==> src/rtl/divider_pkg.sv <==
`default_nettype none
package divider_pkg;
	localparam int unsigned BCD_W          = 4;
	localparam int unsigned PRESET_W       = 2 * BCD_W;
	localparam logic [3:0]  DIGIT_MAX      = 4'h9;
	localparam logic [3:0]  DIGIT_ZERO     = 4'h0;
	localparam logic [3:0]  UNITS_SENSE    = 4'h3;
	localparam logic [3:0]  TENS_SENSE     = 4'h9;
	localparam int unsigned TERMINAL_COUNT = 297;
	localparam int unsigned FIRST_TRIGGER  = 294;
	localparam int unsigned PERIOD_W       = 9;
endpackage
`default_nettype wire

==> src/rtl/bcd_preset_programmable_divider.sv <==
`default_nettype none
module bcd_preset_programmable_divider
	import divider_pkg::*;
(
	input  wire logic                clk_i,
	input  wire logic                rstn_i,
	input  wire logic                ce_i,
	input  wire logic [PRESET_W-1:0] frequency_preset_digits_i,
	output logic                     divided_output_o,
	output logic                     sampler_trigger_o
);
	// ==========================================================
	// Helpers.
	function automatic logic digit_match(input logic [BCD_W-1:0] digit, input logic [BCD_W-1:0] mask);
		digit_match = ((digit & mask) == mask);
	endfunction

	// Decimal weight of the two preset digits, for the period checks below.
	function automatic logic [PERIOD_W-1:0] bcd_value(input logic [PRESET_W-1:0] digits);
		bcd_value = PERIOD_W'(digits[PRESET_W-1:BCD_W]) * PERIOD_W'(DIGIT_MAX + 4'h1) + PERIOD_W'(digits[BCD_W-1:0]);
	endfunction

	// ==========================================================
	// Declarations.
	logic [BCD_W-1:0] units_digit;
	logic [BCD_W-1:0] tens_digit;
	logic             units_carry;
	logic             tens_carry;
	logic             hundreds_ff_low_r;
	logic             hundreds_ff_low_nxt;
	logic             hundreds_ff_high_r;
	logic             hundreds_ff_high_nxt;
	logic             terminal_ff_r;
	logic             terminal_ff_nxt;
	logic             restart_seq_ff_r;
	logic             restart_seq_ff_nxt;
	logic             sample_seq_ff_r;
	logic             sample_seq_ff_nxt;
	logic             resume_r;
	logic             resume_nxt;
	logic             trigger_r;
	logic             trigger_nxt;
	logic             count_enable_gate;
	logic             tens_decode_gate;
	logic             detect_tens;
	logic             detect_units;
	logic             detect_all;
	logic             load_preset;

	// ==========================================================
	// Count chain.
	// The gate is closed by the active terminal flip-flop, by either sequencing flip-flop and by the
	// suppressed pulse after restart; that last term gives the third restart cycle.
	assign count_enable_gate = !terminal_ff_r && !restart_seq_ff_r && !sample_seq_ff_r && !resume_r;
	assign load_preset       = restart_seq_ff_r;

	bcd_decade u_units (
		.clk_i      (clk_i),
		.rstn_i     (rstn_i),
		.ce_i       (ce_i),
		.load_i     (load_preset),
		.load_val_i (frequency_preset_digits_i[BCD_W-1:0]),
		.count_i    (count_enable_gate),
		.digit_o    (units_digit),
		.carry_o    (units_carry)
	);

	bcd_decade u_tens (
		.clk_i      (clk_i),
		.rstn_i     (rstn_i),
		.ce_i       (ce_i),
		.load_i     (load_preset),
		.load_val_i (frequency_preset_digits_i[PRESET_W-1:BCD_W]),
		.count_i    (units_carry),
		.digit_o    (tens_digit),
		.carry_o    (tens_carry)
	);

	// Ripple edges of the hundreds pair become same-clock enables, so no derived clocks exist.
	always_comb begin
		hundreds_ff_low_nxt  = hundreds_ff_low_r;
		hundreds_ff_high_nxt = hundreds_ff_high_r;
		if (load_preset) begin
			hundreds_ff_low_nxt  = 1'b0;
			hundreds_ff_high_nxt = 1'b0;
		end else if (tens_carry) begin
			hundreds_ff_low_nxt = !hundreds_ff_low_r;
			if (hundreds_ff_low_r) begin
				hundreds_ff_high_nxt = !hundreds_ff_high_r;
			end
		end
	end

	// ==========================================================
	// Terminal detect.
	// The suppressed pulse forces the units decode off, so a preset of three cannot arm early.
	assign tens_decode_gate = hundreds_ff_high_r && !hundreds_ff_low_r;
	assign detect_tens      = tens_decode_gate && digit_match(tens_digit, TENS_SENSE);
	assign detect_units     = digit_match(units_digit, UNITS_SENSE) && !resume_r;
	assign detect_all       = detect_tens && detect_units;

	// ==========================================================
	// Terminal and sequencing flip-flops.
	always_comb begin
		// J is the detect term and K is tied high: toggle when armed, otherwise release.
		terminal_ff_nxt    = detect_all ? !terminal_ff_r : 1'b0;
		restart_seq_ff_nxt = restart_seq_ff_r;
		sample_seq_ff_nxt  = sample_seq_ff_r;
		if (terminal_ff_nxt) begin
			restart_seq_ff_nxt = 1'b1;
			sample_seq_ff_nxt  = 1'b1;
		end else if (!terminal_ff_r) begin
			restart_seq_ff_nxt = 1'b0;
			sample_seq_ff_nxt  = 1'b0;
		end
		resume_nxt  = restart_seq_ff_r && !restart_seq_ff_nxt;
		trigger_nxt = sample_seq_ff_nxt && !sample_seq_ff_r;
	end

	always_ff @(posedge clk_i) begin
		if (!rstn_i) begin
			hundreds_ff_low_r  <= 1'b0;
			hundreds_ff_high_r <= 1'b0;
			terminal_ff_r      <= 1'b0;
			restart_seq_ff_r   <= 1'b0;
			sample_seq_ff_r    <= 1'b0;
			resume_r           <= 1'b0;
			trigger_r          <= 1'b0;
		end else if (ce_i) begin
			hundreds_ff_low_r  <= hundreds_ff_low_nxt;
			hundreds_ff_high_r <= hundreds_ff_high_nxt;
			terminal_ff_r      <= terminal_ff_nxt;
			restart_seq_ff_r   <= restart_seq_ff_nxt;
			sample_seq_ff_r    <= sample_seq_ff_nxt;
			resume_r           <= resume_nxt;
			trigger_r          <= trigger_nxt;
		end
	end

	// The divided output is the sample flip-flop itself; ratio follows from the preset load.
	assign divided_output_o  = sample_seq_ff_r;
	assign sampler_trigger_o = trigger_r;

	// ==========================================================
	// Checks.
	logic [PERIOD_W-1:0] period_cnt_r;
	logic                seen_trigger_r;
	logic [PERIOD_W-1:0] ratio_r;

	always_ff @(posedge clk_i) begin
		if (!rstn_i) begin
			period_cnt_r   <= '0;
			seen_trigger_r <= 1'b0;
			ratio_r        <= PERIOD_W'(TERMINAL_COUNT);
		end else if (ce_i) begin
			period_cnt_r   <= trigger_r ? PERIOD_W'(1) : period_cnt_r + PERIOD_W'(1);
			seen_trigger_r <= seen_trigger_r || trigger_r;
			// The ratio follows the digits actually loaded, not the pins at the trigger.
			if (load_preset) begin
				ratio_r <= PERIOD_W'(TERMINAL_COUNT) - bcd_value(frequency_preset_digits_i);
			end
		end
	end

	a_first_trigger: assert property (@(posedge clk_i) disable iff (!rstn_i)
		$rose(trigger_r) && !seen_trigger_r |-> period_cnt_r == PERIOD_W'(FIRST_TRIGGER))
		else $error("first trigger not after input cycle 294");
	a_trigger_spacing: assert property (@(posedge clk_i) disable iff (!rstn_i)
		$rose(trigger_r) && seen_trigger_r |-> period_cnt_r == ratio_r)
		else $error("trigger spacing does not match the loaded preset");
	a_term_hold: assert property (@(posedge clk_i) disable iff (!rstn_i)
		ce_i && !detect_all |=> !terminal_ff_r)
		else $error("terminal flip-flop moved without all detect inputs");
	a_seq_set: assert property (@(posedge clk_i) disable iff (!rstn_i)
		$rose(terminal_ff_r) |-> restart_seq_ff_r && sample_seq_ff_r)
		else $error("sequencing flip-flops not set with terminal");
	a_gate_closed: assert property (@(posedge clk_i) disable iff (!rstn_i)
		terminal_ff_r || sample_seq_ff_r |-> !count_enable_gate)
		else $error("count gate open during terminal sequence");
	a_preset_load: assert property (@(posedge clk_i) disable iff (!rstn_i)
		ce_i && restart_seq_ff_r |=> {tens_digit, units_digit} == $past(frequency_preset_digits_i))
		else $error("preset not loaded during restart");
	a_restart_clear: assert property (@(posedge clk_i) disable iff (!rstn_i)
		ce_i && restart_seq_ff_r && !terminal_ff_r |=> !restart_seq_ff_r ##0 resume_r ##1 count_enable_gate || !ce_i)
		else $error("restart sequence did not reopen the gate");
	a_suppressed_pulse: assert property (@(posedge clk_i) disable iff (!rstn_i)
		ce_i && resume_r |=> $stable(units_digit))
		else $error("suppressed pulse advanced the units decade");
	a_hundreds_guard: assert property (@(posedge clk_i) disable iff (!rstn_i)
		detect_tens |-> hundreds_ff_high_r && tens_digit == TENS_SENSE)
		else $error("tens decode active below 200");
	a_trigger_width: assert property (@(posedge clk_i) disable iff (!rstn_i)
		ce_i && trigger_r |=> !trigger_r)
		else $error("sampler trigger longer than one input cycle");
	a_term_release: assert property (@(posedge clk_i) disable iff (!rstn_i)
		$fell(terminal_ff_r) |-> sample_seq_ff_r && !count_enable_gate)
		else $error("count gate reopened when the terminal flip-flop released");

	c_first_trigger: cover property (@(posedge clk_i) disable iff (!rstn_i) $rose(trigger_r) && !seen_trigger_r);
	c_second_trigger: cover property (@(posedge clk_i) disable iff (!rstn_i) $rose(trigger_r) && seen_trigger_r);
	c_preset_run: cover property (@(posedge clk_i) disable iff (!rstn_i)
		$rose(trigger_r) && frequency_preset_digits_i != '0);
	c_stall_mid_count: cover property (@(posedge clk_i) disable iff (!rstn_i) !ce_i && count_enable_gate);
endmodule
`default_nettype wire

==> src/rtl/bcd_decade.sv <==
`default_nettype none
module bcd_decade
	import divider_pkg::*;
(
	input  wire logic             clk_i,
	input  wire logic             rstn_i,
	input  wire logic             ce_i,
	input  wire logic             load_i,
	input  wire logic [BCD_W-1:0] load_val_i,
	input  wire logic             count_i,
	output logic      [BCD_W-1:0] digit_o,
	output logic                  carry_o
);
	// ==========================================================
	// Decade state.
	logic [BCD_W-1:0] digit_r;
	logic [BCD_W-1:0] digit_nxt;

	always_comb begin
		digit_nxt = digit_r;
		if (load_i) begin
			digit_nxt = load_val_i;
		end else if (count_i) begin
			digit_nxt = (digit_r == DIGIT_MAX) ? DIGIT_ZERO : digit_r + 4'h1;
		end
	end

	always_ff @(posedge clk_i) begin
		if (!rstn_i) begin
			digit_r <= DIGIT_ZERO;
		end else if (ce_i) begin
			digit_r <= digit_nxt;
		end
	end

	// The carry marks the wrap from nine, the falling edge of the digit's eight bit.
	assign carry_o = count_i && !load_i && (digit_r == DIGIT_MAX);
	assign digit_o = digit_r;
endmodule
`default_nettype wire

==> config.mk <==
export PLATFORM = sky130hd
export DESIGN_NAME = bcd_preset_programmable_divider
export DESIGN_NICKNAME = d
export VERILOG_FILES = /design/src/rtl/divider_pkg.sv /design/src/rtl/bcd_preset_programmable_divider.sv /design/src/rtl/bcd_decade.sv
export SDC_FILE = /design/constraint.sdc
export NUM_CORES = 1
export LEC_CHECK = 0
export BUFFER_PORTS_ARGS = -buffer_cell sky130_fd_sc_hd__buf_4
export CORE_ASPECT_RATIO = 1.2
export CORE_MARGIN = 10
export CORE_UTILIZATION = 59
export DETAILED_ROUTE_END_ITERATION = 16
export PLACE_DENSITY = 0.85
export SLEW_MARGIN = 20
export SYNTH_ARGS = -nofsm -noshare
export SYNTH_HDL_FRONTEND = slang
export SYNTH_SLANG_ARGS = --single-unit
==> constraint.sdc <==
create_clock -name clk_i -period 3.5 [get_ports clk_i]
set_input_delay 0.525 -clock clk_i [delete_from_list [all_inputs] [get_ports clk_i]]
set_output_delay 0.525 -clock clk_i [all_outputs]
set_load 0.01 [all_outputs]
==> parameters.txt, run 1 <==
Parameter                              Value

STA
  Period utilization ... 53.66%
  Worst Tran Pin Value ... between 0.8 and 0.9 ns
  Final critical path time including I/O delays and setup ... 1.878 ns
  Hold violation count in the final report ... 0
  Final count of pins violating max slew ... 0
  Post-Route Setup TNS ... 0 ns
  Setup violation total in the final timing report ... 0
  Final critical-path setup slack ... about 1.6 ns
  RSZ-0062 raised after global routing ... no
  Clock tree skew after final layout ... about 0.014 ns
  Normalized max-slew margin ... between 40 and 50%
  Fmax ... ~0.53 GHz

Clock tree
  Number of levels in the clock H-tree ... 1
  Clock tree from TritonCTS ... done
  Number of buffers between clock root and the deepest sink ... 2
  Inserted Clock Buffers ... 3
  Number of hold-repair buffers added at the cts stage ... 0
  Post-CTS Repair Setup Buffers ... 0
  Insertion delay to the later sink of the worst-skew pair ... 0.30 ns
  Post-cts resize count ... 0
  Clk pin slew, worst setup/hold paths ... 0.10 ns
  Clock sink count ... 15
  Root Buffer ... sky130_fd_sc_hd__clkbuf_4

Critical path
  Signal arrival time at the worst endpoint ... about 2.1 ns
  Endpoint of the worst register-to-register path ... u_tens.digit_o[1]
  Beginning of the worst register-to-register path ... load_preset
  Register-to-register setup slack ... 1.62 ns
  Cells on worst reg2reg path ... 4
  Count of buffer and inverter cells on the critical path ... 0
  Master of the slowest instance on the critical path ... sky130_fd_sc_hd__dfxtp_1
  Category of the worst setup path launch point ... flip-flop
  Critical Path, Cell by Cell ... nand4b_1 > o41ai_4 > o21ai_2 > a31o_1
  Biggest cell delay along the critical path ... slightly below 0.6 ns
  Category of the critical setup timing path ... flip-flop to flip-flop
  Biggest fanout along the worst timing path ... 25
  Cell family with most CP delay ... compound AO/OA/AOI/OAI gates
  Required time of the worst setup path ... between 3 and 4 ns
  Critical Path Sink Type ... flip-flop

Floorplanning
  Die Outline Area ... roughly 3600 um2
  Die Wd ... 56.38 um
  Initial cell density of the core ... ~64%
  Floorplan die height ... around 64 um
  Boundary pin count ... 13
  Area of the core ... 1464 um2
  Std-Cell Rows ... 15

Hold path
  Class of the tightest hold or removal check ... primary input to flip-flop
  Cell count of the worst hold path ... 3
  Source of the worst hold timing path ... frequency_preset_digits_i[2]
  Capture endpoint of the worst hold path ... u_units.digit_o[2]

Run
  # Max-Cap Violations ... 0

Pwr
  Largest vdd supply drop ... 0.1803 mV
  Lkg Pwr ... 0.3977 nW
  Total power ... approximately 0.30 mW
  Ratio of total power to cell area ... roughly 300 nW/um2

Yosys
  Area share of the leading cell type in the synthesized netlist ... around a third
  Biggest area contributors in the synthesized netlist ... sky130_fd_sc_hd__dfxtp_1, sky130_fd_sc_hd__nand2_1, sky130_fd_sc_hd__nand2b_1
  Sequential element share of the synthesized area ... roughly 32%
  Mapped Nets ... ~120
  Prevailing post-synth register cell ... sky130_fd_sc_hd__dfxtp_1
  Fraction of registers with async set/reset ... 0%
  Post-Synthesis Cells ... between 100 and 150
  Post-synthesis instance area ... approximately 940 um2
  Synthesized area divided by synthesized cell count ... 8.520 um2
  Yosys cell types ... 45
  Number of flip-flops and latches in the synthesized netlist ... 15
  Dominant cell by count in the synthesized netlist ... sky130_fd_sc_hd__dfxtp_1
  Ranking of synthesized cells by instance count ... sky130_fd_sc_hd__dfxtp_1, sky130_fd_sc_hd__nand2_1, sky130_fd_sc_hd__inv_1
  Total number of yosys warnings ... 0
  Number of flops mapped to enable cells by yosys ... 0
  Most area-hungry cell type in the Yosys netlist ... sky130_fd_sc_hd__dfxtp_1

Cells and area
  Post-layout nets ... around 130
  Count of filler cells inserted in the layout ... approximately 130
  Count of placed standard cells in the final layout, fillers left out ... about 140
  Fraction of layout instances using a drive strength above 1 ... about a fifth
  Post-route design area ... slightly above 1000 um2
  Area growth from synthesis to final layout ... 10.68%
  Ant. Diodes ... 0

Placed design
  Cell total after placement ... approximately 130
  IO Port Bufs ... 12
  Post-Place Worst Slack ... about 1.7 ns
  Post-placement cell area ... approximately 1000 um2
  Placed wire-length estimate ... about 1.5 mm
  Placer's final routability congestion estimate ... 0.8262

Global routing
  Wire length of the first global-routing pass ... ~3.4 mm
  Fraction of met1 tracks used by global routing ... 10.97%
  Largest net degree at the start of global routing ... 26
  Total grt overflow ... 0
  Met3 Use GR ... under 10%
  Busiest layer in global routing ... met2
  Vias in the first global route ... ~830
  Number of antenna violations at the first check in global routing ... 0
  Overall fraction of global-route tracks in use ... roughly 11%
  Met2 GRT Util ... 19.31%

Routing
  # DRC ... 0
  First-iteration detailed-routing DRC count ... 22
  Routed WL ... 2.056 mm
  Antenna viol nets, final ... 0
  DR vias ... roughly 860
  Routed wire per std cell ... ~15 um
  First-pass iteration count of the detailed router ... 4
  Average via count per standard cell ... around 6.3

Outcome
  Outcome ... finished, final reports clean
-- sequential cells by signal (all words and copies together) (netlist names) --
signal and flops:
hundreds_ff_high_r 1, hundreds_ff_low_r 1, u_units.digit_o 4, resume_r 1
sampler_trigger_o 1, terminal_ff_r 1, divided_output_o 1, u_tens.digit_o 4
load_preset 1
-- worst reg2reg max path, delay by kind of cell, from the launching register on --
| family | cells | cell delay, ns |
|---|---|---|
| AO/OA/AOI/OAI | 3 | 0.74 |
| flip-flops | 1 | 0.59 |
| AND/OR/NAND/NOR | 1 | 0.44 |
-- per-layer routing --
metal  vias up  routed length (um)  share of wire, %
met3         5                  93               4.5
li1        428                   -                 -
met2        16                1013                49
met4         0                  63               3.1
met5         -                   0                 0
met1       409                 886                43
-- cell usage in the layout (no fill, tap or decap), types with 2 or more instances in the layout --
master	instances
sky130_fd_sc_hd__o21a_1	3
sky130_fd_sc_hd__nand2_1	12
sky130_fd_sc_hd__and3_1	2
sky130_fd_sc_hd__a21oi_1	5
sky130_fd_sc_hd__buf_4	12
sky130_fd_sc_hd__o31a_1	2
sky130_fd_sc_hd__clkbuf_4	3
sky130_fd_sc_hd__nor3_1	3
sky130_fd_sc_hd__nand2b_1	5
sky130_fd_sc_hd__o211ai_1	4
sky130_fd_sc_hd__nand4_1	3
sky130_fd_sc_hd__a21boi_0	3
sky130_fd_sc_hd__a311oi_1	3
sky130_fd_sc_hd__dfxtp_1	15
sky130_fd_sc_hd__nor2_1	4
sky130_fd_sc_hd__o41ai_1	2
sky130_fd_sc_hd__nand3_1	2
sky130_fd_sc_hd__o21ai_0	2
sky130_fd_sc_hd__inv_1	6
sky130_fd_sc_hd__nor2b_1	5
-- cell families (layout without fill, tap and decap cells) --
kind of cell           after synthesis  in the layout  share of synthesized area (%)
flip-flops                          15             15                          32.04
multiplexers                         1              1                          1.068
buffers and inverters               13             22                          6.541
AND/OR/NAND/NOR                     45             45                          29.24
XOR/XNOR                             2              2                          1.870
AO/OA/AOI/OAI                       34             34                          29.24
-- worst max path at each step --
stage / from / end / slack (ns) / cells after the start
floorplan: divided_output_o / hundreds_ff_high_r / 1.96 / 4
global placement: load_preset / hundreds_ff_high_r / 1.73 / 4
detailed placement: load_preset / hundreds_ff_high_r / 1.65 / 4
CTS: load_preset / hundreds_ff_high_r / 1.64 / 4
global route: load_preset / hundreds_ff_high_r / 1.53 / 4
finish: load_preset / u_tens.digit_o[1] / 1.62 / 4
-- layout make-up --
type	count	area, um2	share of cell area (%)
Clock inverter	1	5.005	0.4825
Tap cell	17	21.27	2.051
Multi-Input combinational cell	82	575.6	55.49
Inverter	6	22.52	2.171
Timing Repair Buffer	12	90.09	8.685
Clock buffer	3	22.52	2.171
Sequential cell	15	300.3	28.95
-- per-stage QoR --
stage               util (%)  hold slack (ns)
global placement       68.97           0.5123
detailed placement     68.97           0.5260
finish                 70.85           0.5183
floorplan                  -           0.4985
global route           70.85           0.5188
CTS                    70.85           0.5199
-- report_power, final --
part / leakage [nW] / total (mW) / internal [mW] / switching (mW)
clock network: 0.0177 / 0.103 / 0.0427 / 0.0603
registers: 0.121 / 0.178 / 0.172 / 0.00565
logic: 0.259 / 0.0239 / 0.0126 / 0.0112
total: 0.398 / 0.305 / 0.228 / 0.0772
Note: power is estimated with default switching activity, not from simulation.
==> run 2: changes to the inputs <==
- CORE_UTILIZATION: 59 -> 55
- PLACE_DENSITY: 0.85 -> 0.8
- clock period: 3.5 -> 1.8 ns (I/O delays scaled with it)
==> parameters.txt, run 2 (same netlist as run 1, synthesis figures left out) <==
Parameter                              Value

Hold path
  Capture endpoint of the worst hold path ... u_units.digit_o[2]
  Source of the worst hold timing path ... frequency_preset_digits_i[2]
  Cell count of the worst hold path ... 3
  Class of the tightest hold or removal check ... primary input to flip-flop

Routing
  Routed WL ... ~2.1 mm
  Average via count per standard cell ... approximately 6
  DR vias ... 855
  First-pass iteration count of the detailed router ... 6
  First-iteration detailed-routing DRC count ... 23
  Routed wire per std cell ... 15.11 um
  # DRC ... 0
  Antenna viol nets, final ... 0

Critical path
  Beginning of the worst register-to-register path ... resume_r
  Required time of the worst setup path ... about 2 ns
  Signal arrival time at the worst endpoint ... 1.82 ns
  Critical Path Sink Type ... flip-flop
  Biggest cell delay along the critical path ... 0.42 ns
  Master of the slowest instance on the critical path ... sky130_fd_sc_hd__or3_4
  Biggest fanout along the worst timing path ... 5
  Register-to-register setup slack ... roughly 0.15 ns
  Category of the critical setup timing path ... flip-flop to flip-flop
  Category of the worst setup path launch point ... flip-flop
  Endpoint of the worst register-to-register path ... hundreds_ff_high_r
  Cells on worst reg2reg path ... 4
  Critical Path, Cell by Cell ... or3_4 > nor4_4 > a311oi_1 > o31a_1

Clock tree
  Post-CTS Repair Setup Buffers ... 0
  Root Buffer ... sky130_fd_sc_hd__clkbuf_4
  Number of buffers between clock root and the deepest sink ... 2
  Post-cts resize count ... 0
  Clock sink count ... 15
  Inserted Clock Buffers ... 3
  Clk pin slew, worst setup/hold paths ... roughly 0.090 ns
  Clock tree from TritonCTS ... done
  Insertion delay to the later sink of the worst-skew pair ... roughly 0.28 ns
  Number of levels in the clock H-tree ... 1
  Number of hold-repair buffers added at the cts stage ... 0

Placed design
  IO Port Bufs ... 12
  Placed wire-length estimate ... 1.567 mm
  Post-Place Worst Slack ... roughly 0.18 ns
  Cell total after placement ... 137
  Post-placement cell area ... 1041 um2
  Placer's final routability congestion estimate ... approximately 0.85

Floorplanning
  Boundary pin count ... 13
  Floorplan die height ... approximately 65 um
  Die Wd ... just under 60 um
  Std-Cell Rows ... 16
  Die Outline Area ... 3762 um2
  Initial cell density of the core ... 57.79%
  Area of the core ... around 1600 um2

Cells and area
  Commonest non-fill, non-tap cell in the layout ... sky130_fd_sc_hd__buf_4
  Area growth from synthesis to final layout ... 13.88%
  Ant. Diodes ... 0
  Commonest cells after routing, fill and taps aside ... sky130_fd_sc_hd__buf_4, sky130_fd_sc_hd__dfxtp_1, sky130_fd_sc_hd__nand2_1
  Post-route design area ... around 1100 um2
  Count of placed standard cells in the final layout, fillers left out ... about 140
  Fraction of layout instances using a drive strength above 1 ... between 20% and 30%
  Post-layout nets ... 135
  Count of filler cells inserted in the layout ... 127

Global routing
  Total grt overflow ... 0
  Wire length of the first global-routing pass ... ~3.7 mm
  Overall fraction of global-route tracks in use ... a little under an eighth
  Vias in the first global route ... 821
  Number of antenna violations at the first check in global routing ... 0
  Largest net degree at the start of global routing ... 25

Pwr
  Lkg Pwr ... ~0.41 nW
  Sequential share of power ... 58.5%
  Switching pwr ... 0.1381 mW
  Fraction of power consumed by the clock network ... around 32%
  Relative contribution of combinational cells to total power ... 9.2%
  Largest vdd supply drop ... roughly 0.43 mV
  Internal portion of total power ... between 0.4 and 0.5 mW
  Ratio of total power to cell area ... approximately 550 nW/um2
  Switching fraction of total power ... between 20% and 30%

STA
  Period utilization ... between 90% and 100%
  Normalized max-slew margin ... about two thirds
  Post-Route Setup TNS ... 0 ns
  Final critical-path setup slack ... about 0.15 ns
  Worst Tran Pin Value ... 0.4905 ns
  Hold violation count in the final report ... 0
  Clock tree skew after final layout ... a little over 0.006 ns
  Setup violation total in the final timing report ... 0
  Fmax ... roughly 0.61 GHz
  Final critical path time including I/O delays and setup ... approximately 1.6 ns
  Final count of pins violating max slew ... 0
  RSZ-0062 raised after global routing ... no
  Final-layout worst hold slack ... 0.2822 ns

Run
  # Max-Cap Violations ... 0

Outcome
  Outcome ... finished, final reports clean
run 2: worst max-delay path: cells and delay by family (launching register included):
family	cells	cell delay [ns]
simple gates	2	0.75
compound gates	2	0.46
flops	1	0.34
run 2: area by class of cell:
type,instances,area [um2],share of cell area (%)
Clock buffer,4,26.28,2.462
Tap cell,18,22.52,2.110
Sequential cell,15,300.3,28.14
Inverter,6,22.52,2.110
Multi-Input combinational cell,82,575.6,53.93
Timing Repair Buffer,16,120.1,11.25
run 2: metrics by stage:
stage,utilization (%),power (mW)
detailed placement,64.20,0.4046
global placement,64.20,0.4033
global route,65.82,0.6114
floorplan,-,0.3783
finish,65.82,0.5873
CTS,65.82,0.5951
run 2: per-layer routing:
layer  vias up  track usage, %  routed length, um
met5         -               0                  0
met4         0           5.000                 17
met3         2           3.269                 74
met2        15           19.49               1081
met1       405           13.60                957
li1        433               -                  -
run 2: how the worst max path moves through the flow:
stage	slack, ns	to	depth (start not counted)	from
6_report	0.15	hundreds_ff_high_r	4	resume_r
4_1_cts	0.15	hundreds_ff_high_r	4	resume_r
5_1_grt	0.08	hundreds_ff_high_r	4	resume_r
3_5_place_dp	0.18	hundreds_ff_high_r	4	divided_output_o
2_1_floorplan	0.26	hundreds_ff_high_r	4	divided_output_o
3_3_place_gp	0.24	u_tens.digit_o[1]	4	divided_output_o
run 2: power by group through the flow:
stage / combinational [mW] / clock (mW) / sequential (mW)
after global placement: 0.0522 / 0 / 0.351
after floorplan: 0.0344 / 0 / 0.344
after global routing: 0.0598 / 0.207 / 0.345
final: 0.0541 / 0.190 / 0.344
after CTS: 0.0537 / 0.198 / 0.344
after detailed placement: 0.0535 / 0 / 0.351
==> run 3: changes to the inputs <==
- CELL_PAD_IN_SITES_DETAIL_PLACEMENT: not set -> 1
- CELL_PAD_IN_SITES_GLOBAL_PLACEMENT: not set -> 1
- CORE_UTILIZATION: 55 -> 41
- PLACE_DENSITY: 0.8 -> 0.79
==> parameters.txt, run 3 (same netlist as run 1, synthesis figures left out) <==
Parameter                              Value

Outcome
  Outcome ... finished, final reports clean

Floorplanning
  Die Wd ... approximately 64 um
  Std-Cell Rows ... 18
  Boundary pin count ... 13
  Floorplan die height ... 72.37 um
  Area of the core ... ~2100 um2
  Die Outline Area ... 4606 um2
  Initial cell density of the core ... between 40 and 50%

Global routing
  Wire length of the first global-routing pass ... just over 4 mm
  Largest net degree at the start of global routing ... 25
  Number of antenna violations at the first check in global routing ... 0
  Overall fraction of global-route tracks in use ... between 10% and 20%
  Total grt overflow ... 0
  Vias in the first global route ... 874

Cells and area
  Post-layout nets ... 135
  Ant. Diodes ... 0
  Commonest non-fill, non-tap cell in the layout ... sky130_fd_sc_hd__buf_4
  Fraction of layout instances using a drive strength above 1 ... approximately 22%
  Area growth from synthesis to final layout ... 15.62%
  Count of filler cells inserted in the layout ... 282
  Post-route design area ... around 1100 um2
  Commonest cells after routing, fill and taps aside ... sky130_fd_sc_hd__buf_4, sky130_fd_sc_hd__dfxtp_1, sky130_fd_sc_hd__nand2_1

Clock tree
  Clock tree from TritonCTS ... done
  Clk pin slew, worst setup/hold paths ... roughly 0.10 ns
  Post-cts resize count ... 0
  Insertion delay to the later sink of the worst-skew pair ... 0.29 ns
  Number of levels in the clock H-tree ... 1
  Inserted Clock Buffers ... 3
  Root Buffer ... sky130_fd_sc_hd__clkbuf_4
  Clock sink count ... 15
  Number of hold-repair buffers added at the cts stage ... 0
  Post-CTS Repair Setup Buffers ... 0
  Number of buffers between clock root and the deepest sink ... 2

Critical path
  Signal arrival time at the worst endpoint ... 1.82 ns
  Master of the slowest instance on the critical path ... sky130_fd_sc_hd__or3_4
  Category of the critical setup timing path ... flip-flop to flip-flop
  Required time of the worst setup path ... slightly below 2 ns
  Critical Path Sink Type ... flip-flop
  Critical Path, Cell by Cell ... or3_4 > nor4_4 > a311oi_1 > o31a_1
  Cells on worst reg2reg path ... 4
  Biggest fanout along the worst timing path ... 5
  Biggest cell delay along the critical path ... a little over 0.4 ns
  Category of the worst setup path launch point ... flip-flop

Routing
  First-iteration detailed-routing DRC count ... 37
  WL met3 ... around 55 um
  First-pass iteration count of the detailed router ... 5
  M1 wire length ... around 1.1 mm
  Top Metal Used ... met4
  Routed wire per std cell ... 15.67 um
  # DRC ... 0
  Routed WL ... between 2 and 2.5 mm
  Average via count per standard cell ... 5.791
  Detailed route wirelength on metal2 ... 1.200 mm
  DR vias ... 886
  Antenna viol nets, final ... 0

STA
  Hold violation count in the final report ... 0
  Normalized max-slew margin ... between 60% and 70%
  Worst Tran Pin Value ... about 0.5 ns
  Setup violation total in the final timing report ... 0
  Final count of pins violating max slew ... 0
  RSZ-0062 raised after global routing ... no
  Period utilization ... 90.50%
  Fmax ... about 0.61 GHz
  Final critical path time including I/O delays and setup ... 1.629 ns
  Post-Route Setup TNS ... 0 ns
  Clock tree skew after final layout ... roughly 0.0054 ns

Placed design
  IO Port Bufs ... 12
  Post-placement cell area ... roughly 1100 um2
  Placer's final routability congestion estimate ... slightly above 0.7
  Placed wire-length estimate ... 1.776 mm

Pwr
  Largest vdd supply drop ... approximately 0.40 mV
  Lkg Pwr ... about 0.42 nW
  Ratio of total power to cell area ... 549.9 nW/um2

Run
  # Max-Cap Violations ... 0

Hold path
  Cell count of the worst hold path ... 3
  Class of the tightest hold or removal check ... primary input to flip-flop
run 3: cell count changes in the layout (fill, tap and decap cells not counted):
cell                       delta
sky130_fd_sc_hd__clkinv_2     +1
sky130_fd_sc_hd__clkbuf_1     -1
run 3: per-stage QoR:
step           hold WS, ns  util (%)  total power, mW  setup slack, ns  cells
2_1_floorplan       0.4115         -           0.3783           0.2596    110
3_3_place_gp        0.5036     49.88           0.4042           0.2335    149
3_5_place_dp        0.5124     49.88           0.4062           0.1885    149
4_1_cts             0.2657     51.18           0.6033           0.1606    153
5_1_grt             0.2930     51.18           0.6277          0.05091    153
6_report            0.2744     51.18           0.5958           0.1710    153
run 3: worst max-delay path: cells and delay by family (launching register included):
| family | cells | cell delay, ns |
|---|---|---|
| AOI/OAI and AO/OA | 2 | 0.44 |
| DFF | 1 | 0.36 |
| and+or+nand+nor | 2 | 0.73 |
run 3: metal layers:
metal  vias up  GRT usage, %
met3         5         1.997
met2        19         19.24
met1       427         11.88
met4         0         4.380
met5         -             0
li1        435             -
run 3: power breakdown:
part / leakage, nW / total, mW / internal (mW) / switching [mW]
Combinational: 0.278 / 0.0545 / 0.0281 / 0.0263
Clock: 0.0177 / 0.198 / 0.0826 / 0.115
Sequential: 0.121 / 0.344 / 0.335 / 0.00838
Total: 0.417 / 0.596 / 0.446 / 0.150
run 3: cell type report:
| class | instances | area, um2 | share of cell area (%) |
|---|---|---|---|
| clock buffer | 3 | 22.52 | 2.079 |
| inverter | 6 | 22.52 | 2.079 |
| clock inverter | 1 | 5.005 | 0.4619 |
| multi-input combinational | 82 | 575.6 | 53.12 |
| tap | 30 | 37.54 | 3.464 |
| sequential | 15 | 300.3 | 27.71 |
| timing repair buffer | 16 | 120.1 | 11.09 |
run 3: final timing paths:
| check | slack (ns) | from | end |
|---|---|---|---|
| hold reg to reg | 0.52 | divided_output_o | divided_output_o |
| hold / removal | 0.27 | frequency_preset_digits_i[2] | u_units.digit_o[2] |
| setup / recovery | 0.17 | divided_output_o | hundreds_ff_high_r |
| setup reg to reg | 0.17 | divided_output_o | hundreds_ff_high_r |
